[config.mk]
export PLATFORM = sky130hd
export DESIGN_NAME = bsp_device_flat
export DESIGN_NICKNAME = d
export VERILOG_FILES = /design/src/include/bsp_pkg.sv /design/src/include/bsp_if.sv /design/src/core/bsp_device.sv /design/src/flat_wrapper.sv
export SDC_FILE = /design/constraint.sdc
export NUM_CORES = 1
export LEC_CHECK = 0
export BUFFER_PORTS_ARGS = -buffer_cell sky130_fd_sc_hd__buf_2
export CAP_MARGIN = 15
export CORE_MARGIN = 8
export CORE_UTILIZATION = 50
export DETAILED_ROUTE_END_ITERATION = 7
export HOLD_SLACK_MARGIN = 0.05
export MAX_ROUTING_LAYER = met4
export PLACE_DENSITY = 0.75
export SETUP_SLACK_MARGIN = 0.3
export SLEW_MARGIN = 20
export SYNTH_ARGS = -nofsm -noshare
export SYNTH_HDL_FRONTEND = slang
export SYNTH_SLANG_ARGS = --single-unit
[constraint.sdc]
create_clock -name clk_i -period 3.5 [get_ports clk_i]
set_input_delay 0 -clock clk_i [delete_from_list [all_inputs] [get_ports clk_i]]
set_output_delay 0 -clock clk_i [all_outputs]
set_load 0.005 [all_outputs]
[src/include/bsp_pkg.sv]
// Package with constants and types shared by both ends of the boot link
package bsp_pkg;
  localparam logic [7:0] BSP_HANDSHAKE = 8'hAC;
  localparam logic [7:0] BSP_SIG_LO = 8'h5A;  // Signature byte 0, arbitrary
  localparam logic [7:0] BSP_SIG_HI = 8'hA5;  // Signature byte 1, arbitrary
  localparam logic [15:0] BSP_ROM_JUMP = 16'h0400;
  localparam logic [7:0] BSP_CARD_SECTOR = 8'h01;
  localparam int BSP_STAT_TE_BIT = 7;
  localparam int BSP_STAT_RF_BIT = 6;
  localparam int BSP_CLK_DIV = 256;
  localparam int BSP_CLK_HZ = 50_000_000;
  localparam int BSP_SETTLE_MS = 10;
  localparam int BSP_SETTLE_CYC = BSP_SETTLE_MS * (BSP_CLK_HZ / 1000);
  localparam int BSP_WR_GAP_US = 3;
  localparam int BSP_WR_GAP_CYC = BSP_WR_GAP_US * (BSP_CLK_HZ / 1_000_000);
  localparam int BSP_NUM_CORES = 3;
  // Boot source that won
  typedef enum logic [2:0] {
    BSP_SRC_NONE,
    BSP_SRC_DEBUG,
    BSP_SRC_ROM,
    BSP_SRC_CARD,
    BSP_SRC_SERIAL,
    BSP_SRC_HOST
  } bsp_src_e;
endpackage : bsp_pkg

[src/include/bsp_if.sv]
// Interface carrying the 8-bit slave parallel port between host and device
`timescale 1ns/100ps
interface bsp_if;
  logic cs_n;
  logic host_reg_select;
  logic rd_n;
  logic wr_n;
  logic [7:0] host_data;
  logic [7:0] dev_data;
  logic dev_data_oe;
  logic irq;
  modport device (
    input cs_n, host_reg_select, rd_n, wr_n, host_data,
    output dev_data, dev_data_oe, irq
  );
  modport host (
    output cs_n, host_reg_select, rd_n, wr_n, host_data,
    input dev_data, dev_data_oe, irq
  );
endinterface : bsp_if

[src/core/bsp_device.sv]
// Device end: boot source walk, host download handshake and power control
`timescale 1ns/100ps
module bsp_device #(
  parameter int CORES = bsp_pkg::BSP_NUM_CORES,
  parameter int DIV = bsp_pkg::BSP_CLK_DIV
) (
  input wire logic clk_i,
  input wire logic reset_i,
  input wire logic ce_i,
  bsp_if.device port,
  input wire logic debug_strap_in_i,
  input wire logic card_boot_select_i,
  input wire logic card_present_detect_i,
  input wire logic power_down_n_i,
  input wire logic [15:0] rom_word0_i,
  input wire logic [15:0] rom_word1_i,
  input wire logic [7:0] serial_byte0_i,
  input wire logic [7:0] serial_byte1_i,
  input wire logic [CORES-1:0] core_stop_i,
  input wire logic clk_div_en_i,
  output logic [CORES-1:0] dsp_core_run_o,
  output logic control_cpu_rom_o,
  output logic osc_pll_en_o,
  output logic clk_tick_o,
  output bsp_pkg::bsp_src_e boot_src_o,
  output logic [15:0] boot_addr_o,
  output logic [7:0] card_sector_o,
  output logic fw_start_o,
  output logic [7:0] img_data_o,
  output logic img_valid_o,
  input wire logic img_ready_i,
  output logic [15:0] img_len_o
);
  import bsp_pkg::*;

  initial begin
    if (CORES < 1 || CORES > 8) $error("bsp_device: CORES out of range");
    if (DIV < 2 || DIV > 256) $error("bsp_device: DIV out of range");
  end

  typedef enum logic [3:0] {
    ST_BOOT, ST_STRAP, ST_ROM, ST_CARD, ST_CARD_WAIT, ST_SERIAL,
    ST_HS1, ST_LEN_LO, ST_LEN_HI, ST_IMAGE, ST_HS2, ST_RUN, ST_DEBUG
  } bsp_st_e;

  typedef struct packed {
    bsp_st_e st;
    logic [2:0] rd_sync;
    logic [2:0] wr_sync;
    logic [1:0] strap_sync;
    logic [1:0] sel_sync;
    logic [1:0] pres_sync;
    logic [1:0] pdn_sync;
    logic [2:0] cs_sync;
    logic a0_q;
    logic [7:0] hdat_q;
    logic [7:0] tx_byte;
    logic tx_empty_flag;
    logic rx_full_flag;
    logic [7:0] rx_byte;
    logic [15:0] len;
    logic [16:0] bytes_left;
    logic [1:0] buf_cnt;
    logic [15:0] buf_q;
    logic [7:0] div_cnt;
    logic tick;
    logic [CORES-1:0] run;
    logic rom_exec;
    logic osc_en;
    bsp_src_e src;
    logic [15:0] addr;
    logic [7:0] sector;
    logic start;
    logic [7:0] dout;
    logic doe;
    logic irq;
  } bsp_dev_s;

  bsp_dev_s state_r, state_nxt;

  // Two bytes compare against the boot signature
  function automatic logic sig_ok(input logic [7:0] b0, input logic [7:0] b1);
    sig_ok = (b0 == BSP_SIG_LO) && (b1 == BSP_SIG_HI);
  endfunction : sig_ok

  logic rd_fall, wr_rise, img_pop;
  // Edge detects read only synced stages, never the first flop
  assign rd_fall = state_r.rd_sync[2] & ~state_r.rd_sync[1];
  assign wr_rise = ~state_r.wr_sync[2] & state_r.wr_sync[1];
  assign img_pop = state_r.buf_cnt != 2'd0 && img_ready_i;

  // Next state of the whole device
  always_comb begin
    state_nxt = state_r;
    state_nxt.rd_sync = {state_r.rd_sync[1:0], port.rd_n};
    state_nxt.wr_sync = {state_r.wr_sync[1:0], port.wr_n};
    state_nxt.strap_sync = {state_r.strap_sync[0], debug_strap_in_i};
    state_nxt.sel_sync = {state_r.sel_sync[0], card_boot_select_i};
    state_nxt.pres_sync = {state_r.pres_sync[0], card_present_detect_i};
    state_nxt.pdn_sync = {state_r.pdn_sync[0], power_down_n_i};
    // Select rides its own chain so it lines up with the strobe stages
    state_nxt.cs_sync = {state_r.cs_sync[1:0], port.cs_n};
    // Address and data stay put between strobes; one flop is enough
    state_nxt.a0_q = port.host_reg_select;
    state_nxt.hdat_q = port.host_data;
    state_nxt.start = 1'b0;
    state_nxt.osc_en = state_r.pdn_sync[1];
    state_nxt.div_cnt = state_r.div_cnt + 8'd1;
    state_nxt.tick = !clk_div_en_i || state_r.div_cnt == 8'(DIV - 1);
    if (state_r.div_cnt == 8'(DIV - 1)) begin
      state_nxt.div_cnt = 8'd0;
    end
    if (state_r.st == ST_RUN) begin
      state_nxt.run = ~core_stop_i;
    end
    // Host read path: drive data while selected and reading
    state_nxt.doe = !state_r.cs_sync[2] && !state_r.rd_sync[2];
    state_nxt.dout = 8'h00;
    if (state_r.a0_q) begin
      state_nxt.dout[BSP_STAT_TE_BIT] = state_r.tx_empty_flag;
      state_nxt.dout[BSP_STAT_RF_BIT] = state_r.rx_full_flag;
    end else begin
      state_nxt.dout = state_r.tx_byte;
    end
    if (rd_fall && !state_r.cs_sync[1] && !state_r.a0_q) begin
      state_nxt.tx_empty_flag = 1'b1;
      state_nxt.irq = 1'b0;
    end
    // Host write fills receiver; a full receiver drops the byte
    // Select taken beside the low strobe: a host may lift both at once
    if (wr_rise && !state_r.cs_sync[2] && !state_r.rx_full_flag) begin
      state_nxt.rx_byte = state_r.hdat_q;
      state_nxt.rx_full_flag = 1'b1;
    end
    // Drain side of two-entry buffer
    if (img_pop) begin
      state_nxt.buf_cnt = state_r.buf_cnt - 2'd1;
      state_nxt.buf_q = {8'h00, state_r.buf_q[15:8]};
    end
    // Boot walk
    unique case (state_r.st)
      ST_BOOT: begin
        state_nxt.run = '0;
        state_nxt.rom_exec = 1'b1;
        state_nxt.st = ST_STRAP;
      end
      ST_STRAP: begin
        if (state_r.strap_sync[1]) begin
          state_nxt.src = BSP_SRC_DEBUG;
          state_nxt.st = ST_DEBUG;
        end else begin
          state_nxt.st = ST_ROM;
        end
      end
      ST_ROM: begin
        if (sig_ok(rom_word0_i[7:0], rom_word1_i[7:0])) begin
          state_nxt.src = BSP_SRC_ROM;
          state_nxt.addr = BSP_ROM_JUMP;
          state_nxt.rom_exec = 1'b0;
          state_nxt.start = 1'b1;
          state_nxt.st = ST_RUN;
        end else begin
          state_nxt.st = ST_CARD;
        end
      end
      ST_CARD: begin
        state_nxt.st = state_r.sel_sync[1] ? ST_SERIAL : ST_CARD_WAIT;
      end
      ST_CARD_WAIT: begin
        if (state_r.pres_sync[1]) begin
          state_nxt.src = BSP_SRC_CARD;
          state_nxt.sector = BSP_CARD_SECTOR;
          state_nxt.rom_exec = 1'b0;
          state_nxt.start = 1'b1;
          state_nxt.st = ST_RUN;
        end
      end
      ST_SERIAL: begin
        if (sig_ok(serial_byte0_i, serial_byte1_i)) begin
          state_nxt.src = BSP_SRC_SERIAL;
          state_nxt.rom_exec = 1'b0;
          state_nxt.start = 1'b1;
          state_nxt.st = ST_RUN;
        end else begin
          state_nxt.src = BSP_SRC_HOST;
          state_nxt.st = ST_HS1;
        end
      end
      ST_HS1: begin
        state_nxt.tx_byte = BSP_HANDSHAKE;
        state_nxt.tx_empty_flag = 1'b0;
        state_nxt.irq = 1'b1;
        state_nxt.st = ST_LEN_LO;
      end
      ST_LEN_LO: begin
        if (state_r.rx_full_flag) begin
          state_nxt.len[7:0] = state_r.rx_byte;
          state_nxt.rx_full_flag = 1'b0;
          state_nxt.st = ST_LEN_HI;
        end
      end
      ST_LEN_HI: begin
        if (state_r.rx_full_flag) begin
          state_nxt.len[15:8] = state_r.rx_byte;
          state_nxt.bytes_left = {state_r.rx_byte, state_r.len[7:0], 1'b0};
          state_nxt.rx_full_flag = 1'b0;
          state_nxt.st = ST_IMAGE;
        end
      end
      ST_IMAGE: begin
        if (state_r.bytes_left == 17'd0) begin
          state_nxt.st = ST_HS2;
        end else if (state_r.rx_full_flag && state_nxt.buf_cnt != 2'd2) begin
          // Receiver held full until buffer has room: host sees stall
          state_nxt.buf_q[8 * state_nxt.buf_cnt[0] +: 8] = state_r.rx_byte;
          state_nxt.buf_cnt = state_nxt.buf_cnt + 2'd1;
          state_nxt.rx_full_flag = 1'b0;
          state_nxt.bytes_left = state_r.bytes_left - 17'd1;
        end
      end
      ST_HS2: begin
        if (state_r.buf_cnt == 2'd0) begin
          state_nxt.tx_byte = BSP_HANDSHAKE;
          state_nxt.tx_empty_flag = 1'b0;
          state_nxt.irq = 1'b1;
          state_nxt.rom_exec = 1'b0;
          state_nxt.start = 1'b1;
          state_nxt.st = ST_RUN;
        end
      end
      ST_RUN: begin
      end
      ST_DEBUG: begin
      end
      default: state_nxt.st = ST_BOOT;
    endcase
  end

  // State register; clock enable freezes everything
  always_ff @(posedge clk_i) begin
    if (reset_i) begin
      state_r <= '0;
      // Pin syncs keep sampling in reset so straps are settled at release
      state_r.strap_sync <= state_nxt.strap_sync;
      state_r.sel_sync <= state_nxt.sel_sync;
      state_r.pres_sync <= state_nxt.pres_sync;
      state_r.pdn_sync <= state_nxt.pdn_sync;
      state_r.st <= ST_BOOT;
      state_r.rd_sync <= 3'b111;
      state_r.wr_sync <= 3'b111;
      state_r.cs_sync <= 3'b111;
      state_r.tx_empty_flag <= 1'b1;
      state_r.osc_en <= 1'b1;
      state_r.rom_exec <= 1'b1;
      state_r.src <= BSP_SRC_NONE;
    end else if (ce_i) begin
      state_r <= state_nxt;
    end
  end

  assign dsp_core_run_o = state_r.run;
  assign control_cpu_rom_o = state_r.rom_exec;
  assign osc_pll_en_o = state_r.osc_en;
  assign clk_tick_o = state_r.tick;
  assign boot_src_o = state_r.src;
  assign boot_addr_o = state_r.addr;
  assign card_sector_o = state_r.sector;
  assign fw_start_o = state_r.start;
  assign img_data_o = state_r.buf_q[7:0];
  assign img_valid_o = state_r.buf_cnt != 2'd0;
  assign img_len_o = state_r.len;
  assign port.dev_data = state_r.dout;
  assign port.dev_data_oe = state_r.doe;
  assign port.irq = state_r.irq;
endmodule : bsp_device

[src/flat_wrapper.sv]
// flat-port wrapper written by rule: the top's interface ports become plain ports
module bsp_device_flat import bsp_pkg::*;
#(
  parameter int CORES = bsp_pkg::BSP_NUM_CORES,
  parameter int DIV = bsp_pkg::BSP_CLK_DIV
)
  (clk_i, reset_i, ce_i, debug_strap_in_i, card_boot_select_i, card_present_detect_i, power_down_n_i, rom_word0_i, rom_word1_i, serial_byte0_i, serial_byte1_i, core_stop_i, clk_div_en_i, dsp_core_run_o, control_cpu_rom_o, osc_pll_en_o, clk_tick_o, boot_src_o, boot_addr_o, card_sector_o, fw_start_o, img_data_o, img_valid_o, img_ready_i, img_len_o, port_cs_n, port_host_reg_select, port_rd_n, port_wr_n, port_host_data, port_dev_data, port_dev_data_oe, port_irq);
  bsp_if port_i ();
  input wire logic clk_i;
  input wire logic reset_i;
  input wire logic ce_i;
  input wire logic debug_strap_in_i;
  input wire logic card_boot_select_i;
  input wire logic card_present_detect_i;
  input wire logic power_down_n_i;
  input wire logic [15:0] rom_word0_i;
  input wire logic [15:0] rom_word1_i;
  input wire logic [7:0] serial_byte0_i;
  input wire logic [7:0] serial_byte1_i;
  input wire logic [CORES-1:0] core_stop_i;
  input wire logic clk_div_en_i;
  output logic [CORES-1:0] dsp_core_run_o;
  output logic control_cpu_rom_o;
  output logic osc_pll_en_o;
  output logic clk_tick_o;
  output bsp_pkg::bsp_src_e boot_src_o;
  output logic [15:0] boot_addr_o;
  output logic [7:0] card_sector_o;
  output logic fw_start_o;
  output logic [7:0] img_data_o;
  output logic img_valid_o;
  input wire logic img_ready_i;
  output logic [15:0] img_len_o;
  input wire logic [$bits(port_i.cs_n)-1:0] port_cs_n;
  input wire logic [$bits(port_i.host_reg_select)-1:0] port_host_reg_select;
  input wire logic [$bits(port_i.rd_n)-1:0] port_rd_n;
  input wire logic [$bits(port_i.wr_n)-1:0] port_wr_n;
  input wire logic [$bits(port_i.host_data)-1:0] port_host_data;
  output wire logic [$bits(port_i.dev_data)-1:0] port_dev_data;
  output wire logic [$bits(port_i.dev_data_oe)-1:0] port_dev_data_oe;
  output wire logic [$bits(port_i.irq)-1:0] port_irq;
  assign port_i.cs_n = port_cs_n;
  assign port_i.host_reg_select = port_host_reg_select;
  assign port_i.rd_n = port_rd_n;
  assign port_i.wr_n = port_wr_n;
  assign port_i.host_data = port_host_data;
  assign port_dev_data = port_i.dev_data;
  assign port_dev_data_oe = port_i.dev_data_oe;
  assign port_irq = port_i.irq;
  bsp_device #(.CORES(CORES), .DIV(DIV)) u_core (.clk_i(clk_i), .reset_i(reset_i), .ce_i(ce_i), .port(port_i), .debug_strap_in_i(debug_strap_in_i), .card_boot_select_i(card_boot_select_i), .card_present_detect_i(card_present_detect_i), .power_down_n_i(power_down_n_i), .rom_word0_i(rom_word0_i), .rom_word1_i(rom_word1_i), .serial_byte0_i(serial_byte0_i), .serial_byte1_i(serial_byte1_i), .core_stop_i(core_stop_i), .clk_div_en_i(clk_div_en_i), .dsp_core_run_o(dsp_core_run_o), .control_cpu_rom_o(control_cpu_rom_o), .osc_pll_en_o(osc_pll_en_o), .clk_tick_o(clk_tick_o), .boot_src_o(boot_src_o), .boot_addr_o(boot_addr_o), .card_sector_o(card_sector_o), .fw_start_o(fw_start_o), .img_data_o(img_data_o), .img_valid_o(img_valid_o), .img_ready_i(img_ready_i), .img_len_o(img_len_o));
endmodule
# Yosys cells after proc, flatten, opt, wreduce, memory -nomap -nowiden
# Index checks and enable logic that the tools add are counted.
[word_totals]
reg_bits = 129
output_inout_bits = 69
wordCells = 167
[op_classes]
addsub = 5
n_eq_ne = 28
n_shift = 2
n_mux = 56
bitwise_logic = 6
n_reduce_logical = 39
[ops]
columns = ["operator", "n"]
rows = [
  ["2-to-1 mux 141 bit", 2],
  ["2-to-1 mux 35 bit", 2],
  ["one-hot mux 4 bit (12 select lines)", 1],
  ["2-to-1 mux 8 bit", 5],
  ["2-to-1 mux 18 bit", 2],
  ["negation 4 -> 34 bit", 1],
  ["one-hot mux 17 bit (2 select lines)", 1],
  ["variable shift 8 x 34 -> 16 bit (first input constant)", 1],
  ["indexed part select 8 x 34 -> 16 bit", 1],
  ["2-to-1 mux 4 bit", 8],
  ["== test 8 bit (second input constant)", 3],
  ["== test 4 bit (second input constant)", 5],
  ["2-to-1 mux 19 bit", 1],
  ["2-to-1 mux 9 bit", 2],
  ["!= test 2 x 1 -> 1 bit (second input constant)", 9],
  ["one-hot mux 9 bit (2 select lines)", 1],
  ["zero test 17 bit", 1],
  ["2-to-1 mux 17 bit", 1],
  ["subtractor 17 x 1 -> 17 bit (second input constant)", 1],
  ["bitwise mux 16 bit", 1],
  ["== test 4 x 3 -> 1 bit (second input constant)", 4],
  ["== test 8 x 7 -> 1 bit (second input constant)", 2],
  ["2-to-1 mux 1 bit", 16],
  ["2-to-1 mux 16 bit", 1],
  ["30 further kinds", 64],
]

# Depth between registers and ports, before layout
# Gate-level depths: netlist (run 1).
[depth]
ltp_word = 11
mapped_depth = 13
depth_no_buf = 11

# Worst setup path before layout (run 1)
# OpenSTA, ideal clock, no wires.
[synth_timing]
path_kind = "reg-to-reg"
start = "register u_core.state_r[68] (netlist bit)"
end = "register u_core.state_r[60] (netlist bit)"
setup_ns = 0.063
arrival_ns = 2.711
required_ns = 3.437
path_slack_ns = 0.726
stages_incl_launch_ff = 12
period_less_slack_ns = 2.774
cell_sequence = "dfxtp_1 > inv_1 > ha_1 > nor2b_1 > clkbuf_1 > xnor2_1 > ha_1 > nand2b_1 > nor2_2 > o21ai_4 > nor4_1 > a22o_1"
[synth_via]
elab_chain_cells = 9
elab_cells_between_ends = 13
cone_classes = "add/sub (2); eq/ne (1); shift (2); mux (5); reduce/logical (3)"
[synth_lines]
columns = ["item", "line_no", "text"]
rows = [
  ["start, declared", "bsp_device.sv:79", "bsp_dev_s state_r, state_nxt;"],
  ["start signal, assigned", "bsp_device.sv:257", "state_r <= state_nxt;"],
  ["branches (longest 2 deep; another with subtractor 2 x 1 -> 2 bit)", "n/a", ""],
  ["2-to-1 mux 18 bit *", "bsp_device.sv:136", "if (img_pop) begin"],
  ["negation 4 -> 34 bit", "bsp_device.sv:215", "state_nxt.buf_q[8 * state_nxt.buf_cnt[0] +: 8] = state_r.rx_byte;"],
  ["indexed part select 8 x 34 -> 16 bit / variable shift 8 x 34 -> 16 bit (equally long branches)", "bsp_device.sv:215", ""],
  ["bitwise mux 16 bit", "bsp_device.sv:215", ""],
  ["2-to-1 mux 35 bit", "bsp_device.sv:213", "end else if (state_r.rx_full_flag && state_nxt.buf_cnt != 2'd2) begin"],
  ["2-to-1 mux 35 bit", "bsp_device.sv:211", "if (state_r.bytes_left == 17'd0) begin"],
  ["2-to-1 mux 18 bit *", "bsp_device.sv:141", "unique case (state_r.st)"],
]
# Mark *: on every way between the ends. The select of a mux whose other input is x is not followed.
# A chain may end at the register's enable or synchronous reset.

# Final worst setup path (run 1)
[layout_timing]
start = "register u_core.state_r[68] (netlist bit)"
end = "register u_core.state_r[78] (netlist bit)"
[layout_via]
elab_chain_cells = 7
elab_cells_between_ends = 8
cone_classes = "add/sub (1); eq/ne (2); mux (1); reduce/logical (4)"
[layout_lines]
columns = ["item", "line_no"]
rows = [
  ["branches (longest 2 deep; another with subtractor 2 x 1 -> 2 bit)", "n/a"],
  ["2-to-1 mux 18 bit *", "bsp_device.sv:136"],
  ["!= test 2 bit *", "bsp_device.sv:213"],
  ["logical AND 1 bit *", "bsp_device.sv:213"],
  ["!= test 2 x 1 -> 1 bit (no source line) *", "n/a"],
  ["AND reduction 5 bit (no source line) *", "n/a"],
]
# Mark *: on every way between the ends.

==> metrics.txt, run 1 <==
status=finished clean; placed cells=870; RSZ-0062 raised after global routing=false; Die Wd=about 130 um; layout cells sized above 1=20.2%; Syn Inst Count=685; die area=approximately 0.016 sq mm; delay-heaviest family, CP=compound AO/OA/AOI/OAI gates; CTS tree=done; Post-CTS Setup Inserts=0; Pins Over Slew Limit=0; CP Capture Type=register; initial DRC count=363; Final WS setup=approximately 570 ps; initial antenna violation count=0; largest net degree at the start of global routing=39; R2R Setup Slk=~570 ps; htree depth=4; detailed-route via count=5201; worst hold slack=88.4 ps; Critical R2R Capture=u_core.state_r[78]; PD cells=480 mW/mm^2; hpwl dp=10.8 mm; Fill cells=around 1.0k; final setup vio count=0; DRT antenna net count=0; kind of critical path=register to register; CTS Buf Count=17; Final min period=between 2000 and 3000 ps; Hold Path Origin=reset_i; leading cell type in the layout, fill and taps excluded=dfxtp_1; crit share post-route=83.7%; I/O pins=141; Main synth FF type=dfxtp_1; Final Hold Vio Count=0; Core Region=approximately 0.012 sq mm; clk_lat worst skew=roughly 420 ps; fin cells=about 900; Yosys warning total=0; post-route cell area=approximately 0.0070 sq mm; initial core utilization=around 51%; Cell variety after synth=72; Clock transition at path regs=approximately 50 ps; max frequency=around 340 MHz; crit path max fanout=8; most used cell along the critical path=ha_1; wire per inst=approximately 17 um; Post-Syn Area per Cell=a little under 9 sq um; synthesized cell area=between 0.005 and 0.006 sq mm; commonest cells after routing, fill and taps aside=dfxtp_1, buf_2, nor2_1, nand2_1, mux2i_1; Nets=840; Vias/cell=5.63; slowest CP cell=a311oi_1; max incr delay on CP=~400 ps; Post-synth EDFFs=8; grt total ovfl=0; static leakage=2.82 nW; ANT cells=0; reg2reg start=u_core.state_r[68]; Post-synth ARST share=0%; CTS Sinks=about 120; residual DRC count=0; peak supply drop=~0.34 mV; DR pass1 iterations=7; Hold Crit Class=primary input to register; final core occ=59.0%; clock root buffer=clkbuf_16; Syn-to-layout area delta=16.8%; Layout Skew=~9.4 ps; Seq/Total Area, Yosys=40.9%; placed cell area=about 0.0062 sq mm; vias in the first global route=~5k; Rows=40; Slew headroom=34.2%; Crit path buffers/inverters=2; crit path from=u_core.state_r[68]; wirelength, routed=around 15 mm; gr usage total=around a fifth; Placer Congestion=between 0.8 and 0.9; maxcap violations=0; clock tree buffer depth=2; R2R cell count=11; first-pass GRT wire length=approximately 25 mm; final setup TNS=0 ps; CP Data Required Time=roughly 3800 ps; Worst Setup EP=u_core.state_r[78]; Die H=between 100 and 150 um; synthesis-stage register bit count=118; pre-CTS setup slack=458 ps; Startpoint Class=register; critical path depth in cells=11; IO buf count=roughly 100; Critical Path AT=around 3200 ps; Final Power=3.35 mW; measured slew at the worst slew-check pin=983 ps; Critical Path, Cell by Cell=inv_1 > ha_1 > nor2b_2 > xnor2_1 > ha_1 > nor2b_1 > nor2_1 > a311oi_1 > buf_4 > o21ai_1 > a32o_1
per-layer routing:
layer	GRT usage [%]	wire, um	vias up
met4	9.53	360	0
li1	-	-	2532
met5	-	0	-
met3	5.01	637	33
met1	23.1	6830	2481
met2	31.8	7420	155
registers in the layout (all words and copies together) (netlist names):
signal	count
u_core.boot_src_o	3
u_core.state_r	65
u_core.clk_tick_o	1
u_core.osc_pll_en_o	1
u_core.fw_start_o	1
u_core.boot_addr_o	1
u_core.card_sector_o	1
u_core.dsp_core_run_o	3
u_core.port.irq	1
u_core.state_nxt	11
u_core.img_data_o	8
u_core.control_cpu_rom_o	1
u_core.port.dev_data_oe	1
u_core.port.dev_data	4
u_core.img_len_o	16
synthesized netlist by cell type, drive strengths merged (3+ instances only):
cell type	instances	area, sq um
nand3b	3	22.5
or3	8	50.1
nor2	81	314
nor2b	14	87.6
o21ai	25	136
buf	73	526
nor3b	5	42.5
xor2	4	35.0
a22o	9	78.8
nand2b	8	50.1
o211ai	19	148
inv	15	56.3
a41oi	3	26.3
nor3	17	85.1
o41ai	5	43.8
edfxtp	8	240
o311a	3	30.0
dfxtp	110	2200
ha	5	62.6
xnor2	7	61.3
a211oi	4	30.0
nor4	9	62.6
clkbuf	27	101
a21oi	30	150
nand2	64	240
a32o	8	80.1
mux2i	40	400
nand4	7	43.8
nand3	19	95.1
or4	3	22.5
nor4bb	8	80.1
worst register-to-register path, stage by stage, from the launching register on:
cell and delay, ps:
dfxtp_1 380, inv_1 60, ha_1 250, nor2b_2 310, xnor2_1 230, ha_1 260
nor2b_1 220, nor2_1 90, a311oi_1 410, buf_4 250, o21ai_1 80, a32o_1 270
kinds of logic (layout without fill, tap and decap cells):
kind of cell,count (synthesis),after routing,synth area share (%)
simple gates,257,257,21.5
compound gates,137,137,16.6
flops,118,118,40.9
buf+inv,116,186,11.5
mux,40,40,6.71
xor+xnor,11,11,1.61
fa+ha+maj,5,5,1.05
other cells,1,22,0.0628
worst min-delay path by stage:
stage,endpoint,slack (ps),cells after the start
global placement,u_core.state_nxt[131],220,3
floorplan,u_core.state_nxt[131],130,2
detailed placement,u_core.state_nxt[131],220,3
global route,u_core.port.irq,110,3
CTS,u_core.state_r[129],70,3
finish,u_core.state_r[129],90,3
cell type report:
class                           count  area [sq um]  area share [%]
Sequential cell                   118          2440            35.0
Clock inverter                      8          47.5           0.682
Multi-Input combinational cell    472          2920            41.9
Tap cell                          147           184            2.64
Clock buffer                       24           483            6.93
Timing Repair Buffer              138           833            12.0
Inverter                           16          60.1           0.861
report_power, final:
group / internal [mW] / switching (mW) / total (mW) / leakage (nW)
Clock: 0.958 / 0.597 / 1.56 / 0.263
Sequential: 1.40 / 0.0460 / 1.45 / 0.976
Combinational: 0.152 / 0.189 / 0.342 / 1.58
timing repair:
item                       4_1_cts  5_1_grt
hold endpoints to repair        23        0
setup endpoints to repair        0       18
hold buffers                    21        0
gates resized for setup          0        1
Note: power is estimated with default switching activity, not from simulation.
==> run 2, diff against run 1 <==
==> constraint.sdc (replaced) <==
create_clock -name clk_i -period 2.96 [get_ports clk_i]
set_input_delay 0 -clock clk_i [delete_from_list [all_inputs] [get_ports clk_i]]
set_output_delay 0 -clock clk_i [all_outputs]
set_load 0.005 [all_outputs]
==> run 2 against run 1 <==
  * Largest power group unchanged
  * Clock skew shrank 3.8 ps
  * Cell area grew 2.2%
  * Via count grew 0.48%
==> metrics.txt, run 2 (synthesized netlist as in run 1, its figures left out) <==
status=finished clean; Clock transition at path regs=about 60 ps; Critical Path AT=a little under 3000 ps; Pins Over Slew Limit=0; first-pass GRT wire length=~26 mm; PD cells=approximately 580 mW/mm^2; Hold Crit Class=primary input to register; vias in the first global route=around 5.2k; DRT antenna net count=0; fin cells=between 900 and 1k; CTS tree=done; initial antenna violation count=0; Seq pwr share=between 40% and 50%; initial DRC count=around 400; DR pass1 iterations=7; Critical R2R Capture=u_core.state_r[76]; ANT cells=0; final setup vio count=0; Slew headroom=about 45%; R2R Setup Slk=between 300 and 400 ps; Biggest register=u_core.state_r; reg2reg start=u_core.state_r[81]; Startpoint Class=register; crit path max fanout=8; CP Capture Type=register; largest net degree at the start of global routing=65; Critical Path, Cell by Cell=or4_1 > nand4b_1 > o21ai_4 > buf_4 > o21ai_1 > a32o_1; I/O pins=approximately 140; Fill cells=1040; clock tree buffer depth=2; die area=around 0.016 sq mm; max FFs per register=65; R2R cell count=6; RSZ-0062 raised after global routing=true; initial core utilization=50.6%; detailed-route via count=5226; IO buf count=just over 100; Syn-to-layout area delta=19.4%; kind of critical path=register to register; final setup TNS=0 ps; Final min period=between 2000 and 3000 ps; worst hold endpoint=u_core.boot_addr_o[10]; wirelength, routed=16.1 mm; Die H=approximately 130 um; maxcap violations=0; gr usage total=about a fifth; CTS Buf Count=17; Rows=40; hpwl dp=roughly 11 mm; CTS Sinks=118; clk_lat worst skew=between 400 and 500 ps; Placer Congestion=0.932; part of the power in combinational logic=about a tenth; slowest CP cell=or4_1; Final Hold Vio Count=0; Vias/cell=5.62; commonest cells after routing, fill and taps aside=dfxtp_1, buf_2, nor2_1, nand2_1, mux2i_1; wire per inst=17.3 um; P_sw=approximately 1.1 mW; max incr delay on CP=around 630 ps; internal cell power=a little over 3 mW; clock root buffer=clkbuf_16; Sw Share=between 20% and 30%; Die Wd=approximately 130 um; residual DRC count=0; htree depth=4; measured slew at the worst slew-check pin=roughly 830 ps; leading cell type in the layout, fill and taps excluded=dfxtp_1; static leakage=~2.9 nW; placed cells=between 800 and 900; max frequency=~380 MHz; Clk pwr share=a little under half; Layout Skew=about 5.6 ps; hold path depth=6; crit share post-route=between 80 and 90%; grt total ovfl=0; peak supply drop=about 0.48 mV; layout cells sized above 1=between 20% and 30%; Nets=approximately 850; Core Region=between 0.01 and 0.015 sq mm; CP Data Required Time=approximately 3300 ps; Hold Path Origin=rom_word0_i[5]
run 2: critical path: cells and delay by family, from the launching register on:
kind                   cells  cell delay, ps
AO/OA/AOI/OAI              3             750
buffers and inverters      1             200
flip-flops                 1             370
AND/OR/NAND/NOR            2            1160
run 2: stage by stage:
stage               hold slack, ps  instance area (sq um)  power, mW  setup WS, ps  utilization [%]
floorplan                      128                   6060       2.03           329                -
global placement               216                   6270       2.12           217             53.1
detailed placement             219                   6270       2.13          30.3             53.1
CTS                            149                   7080       4.14           325             59.9
global route                   198                   7130       4.28           221             60.3
finish                         163                   7130       4.12           357             60.3
run 2: worst max-delay path by stage:
stage / from / to / cells past startpoint
2_1_floorplan: u_core.state_r[68] / u_core.state_r[111] / 11
3_3_place_gp: u_core.state_r[68] / u_core.state_r[82] / 10
3_5_place_dp: u_core.state_r[68] / u_core.state_r[82] / 10
4_1_cts: u_core.state_r[68] / u_core.state_r[82] / 10
5_1_grt: u_core.state_r[68] / u_core.state_r[82] / 12
6_report: u_core.state_r[81] / u_core.state_r[76] / 6
run 2: per-layer routing:
layer | track usage, % | part of all wire [%] | vias to the layer above
met5 | - | 0 | -
met4 | 8.31 | 2.0 | 0
met3 | 4.16 | 4.3 | 29
met2 | 35.4 | 50 | 150
met1 | 24.2 | 44 | 2499
li1 | - | - | 2548
run 2: repair_timing:
action | 4_1_cts | 5_1_grt
endpoints found under the hold margin | 25 | 0
buffers inserted | 0 | 2
hold buffers | 22 | 0
endpoints found under the setup margin | 33 | 30
gates resized for setup | 3 | 8
run 2: power groups by stage:
stage               logic, mW  registers [mW]  clock network [mW]
floorplan               0.311            1.72                   0
global placement        0.378            1.74                   0
detailed placement      0.392            1.74                   0
CTS                     0.420            1.71                2.01
global route            0.479            1.72                2.08
finish                  0.434            1.71                1.98
run 2: final cells by class:
| type | instances | area [sq um] | share of cell area [%] |
|---|---|---|---|
| clock inverters | 14 | 123 | 1.72 |
| multi-input cells | 472 | 2980 | 41.8 |
| flip-flops and latches | 118 | 2440 | 34.3 |
| well taps | 147 | 184 | 2.58 |
| inverters | 16 | 60.1 | 0.843 |
| clock buffers | 18 | 450 | 6.32 |
| repair buffers | 145 | 888 | 12.5 |
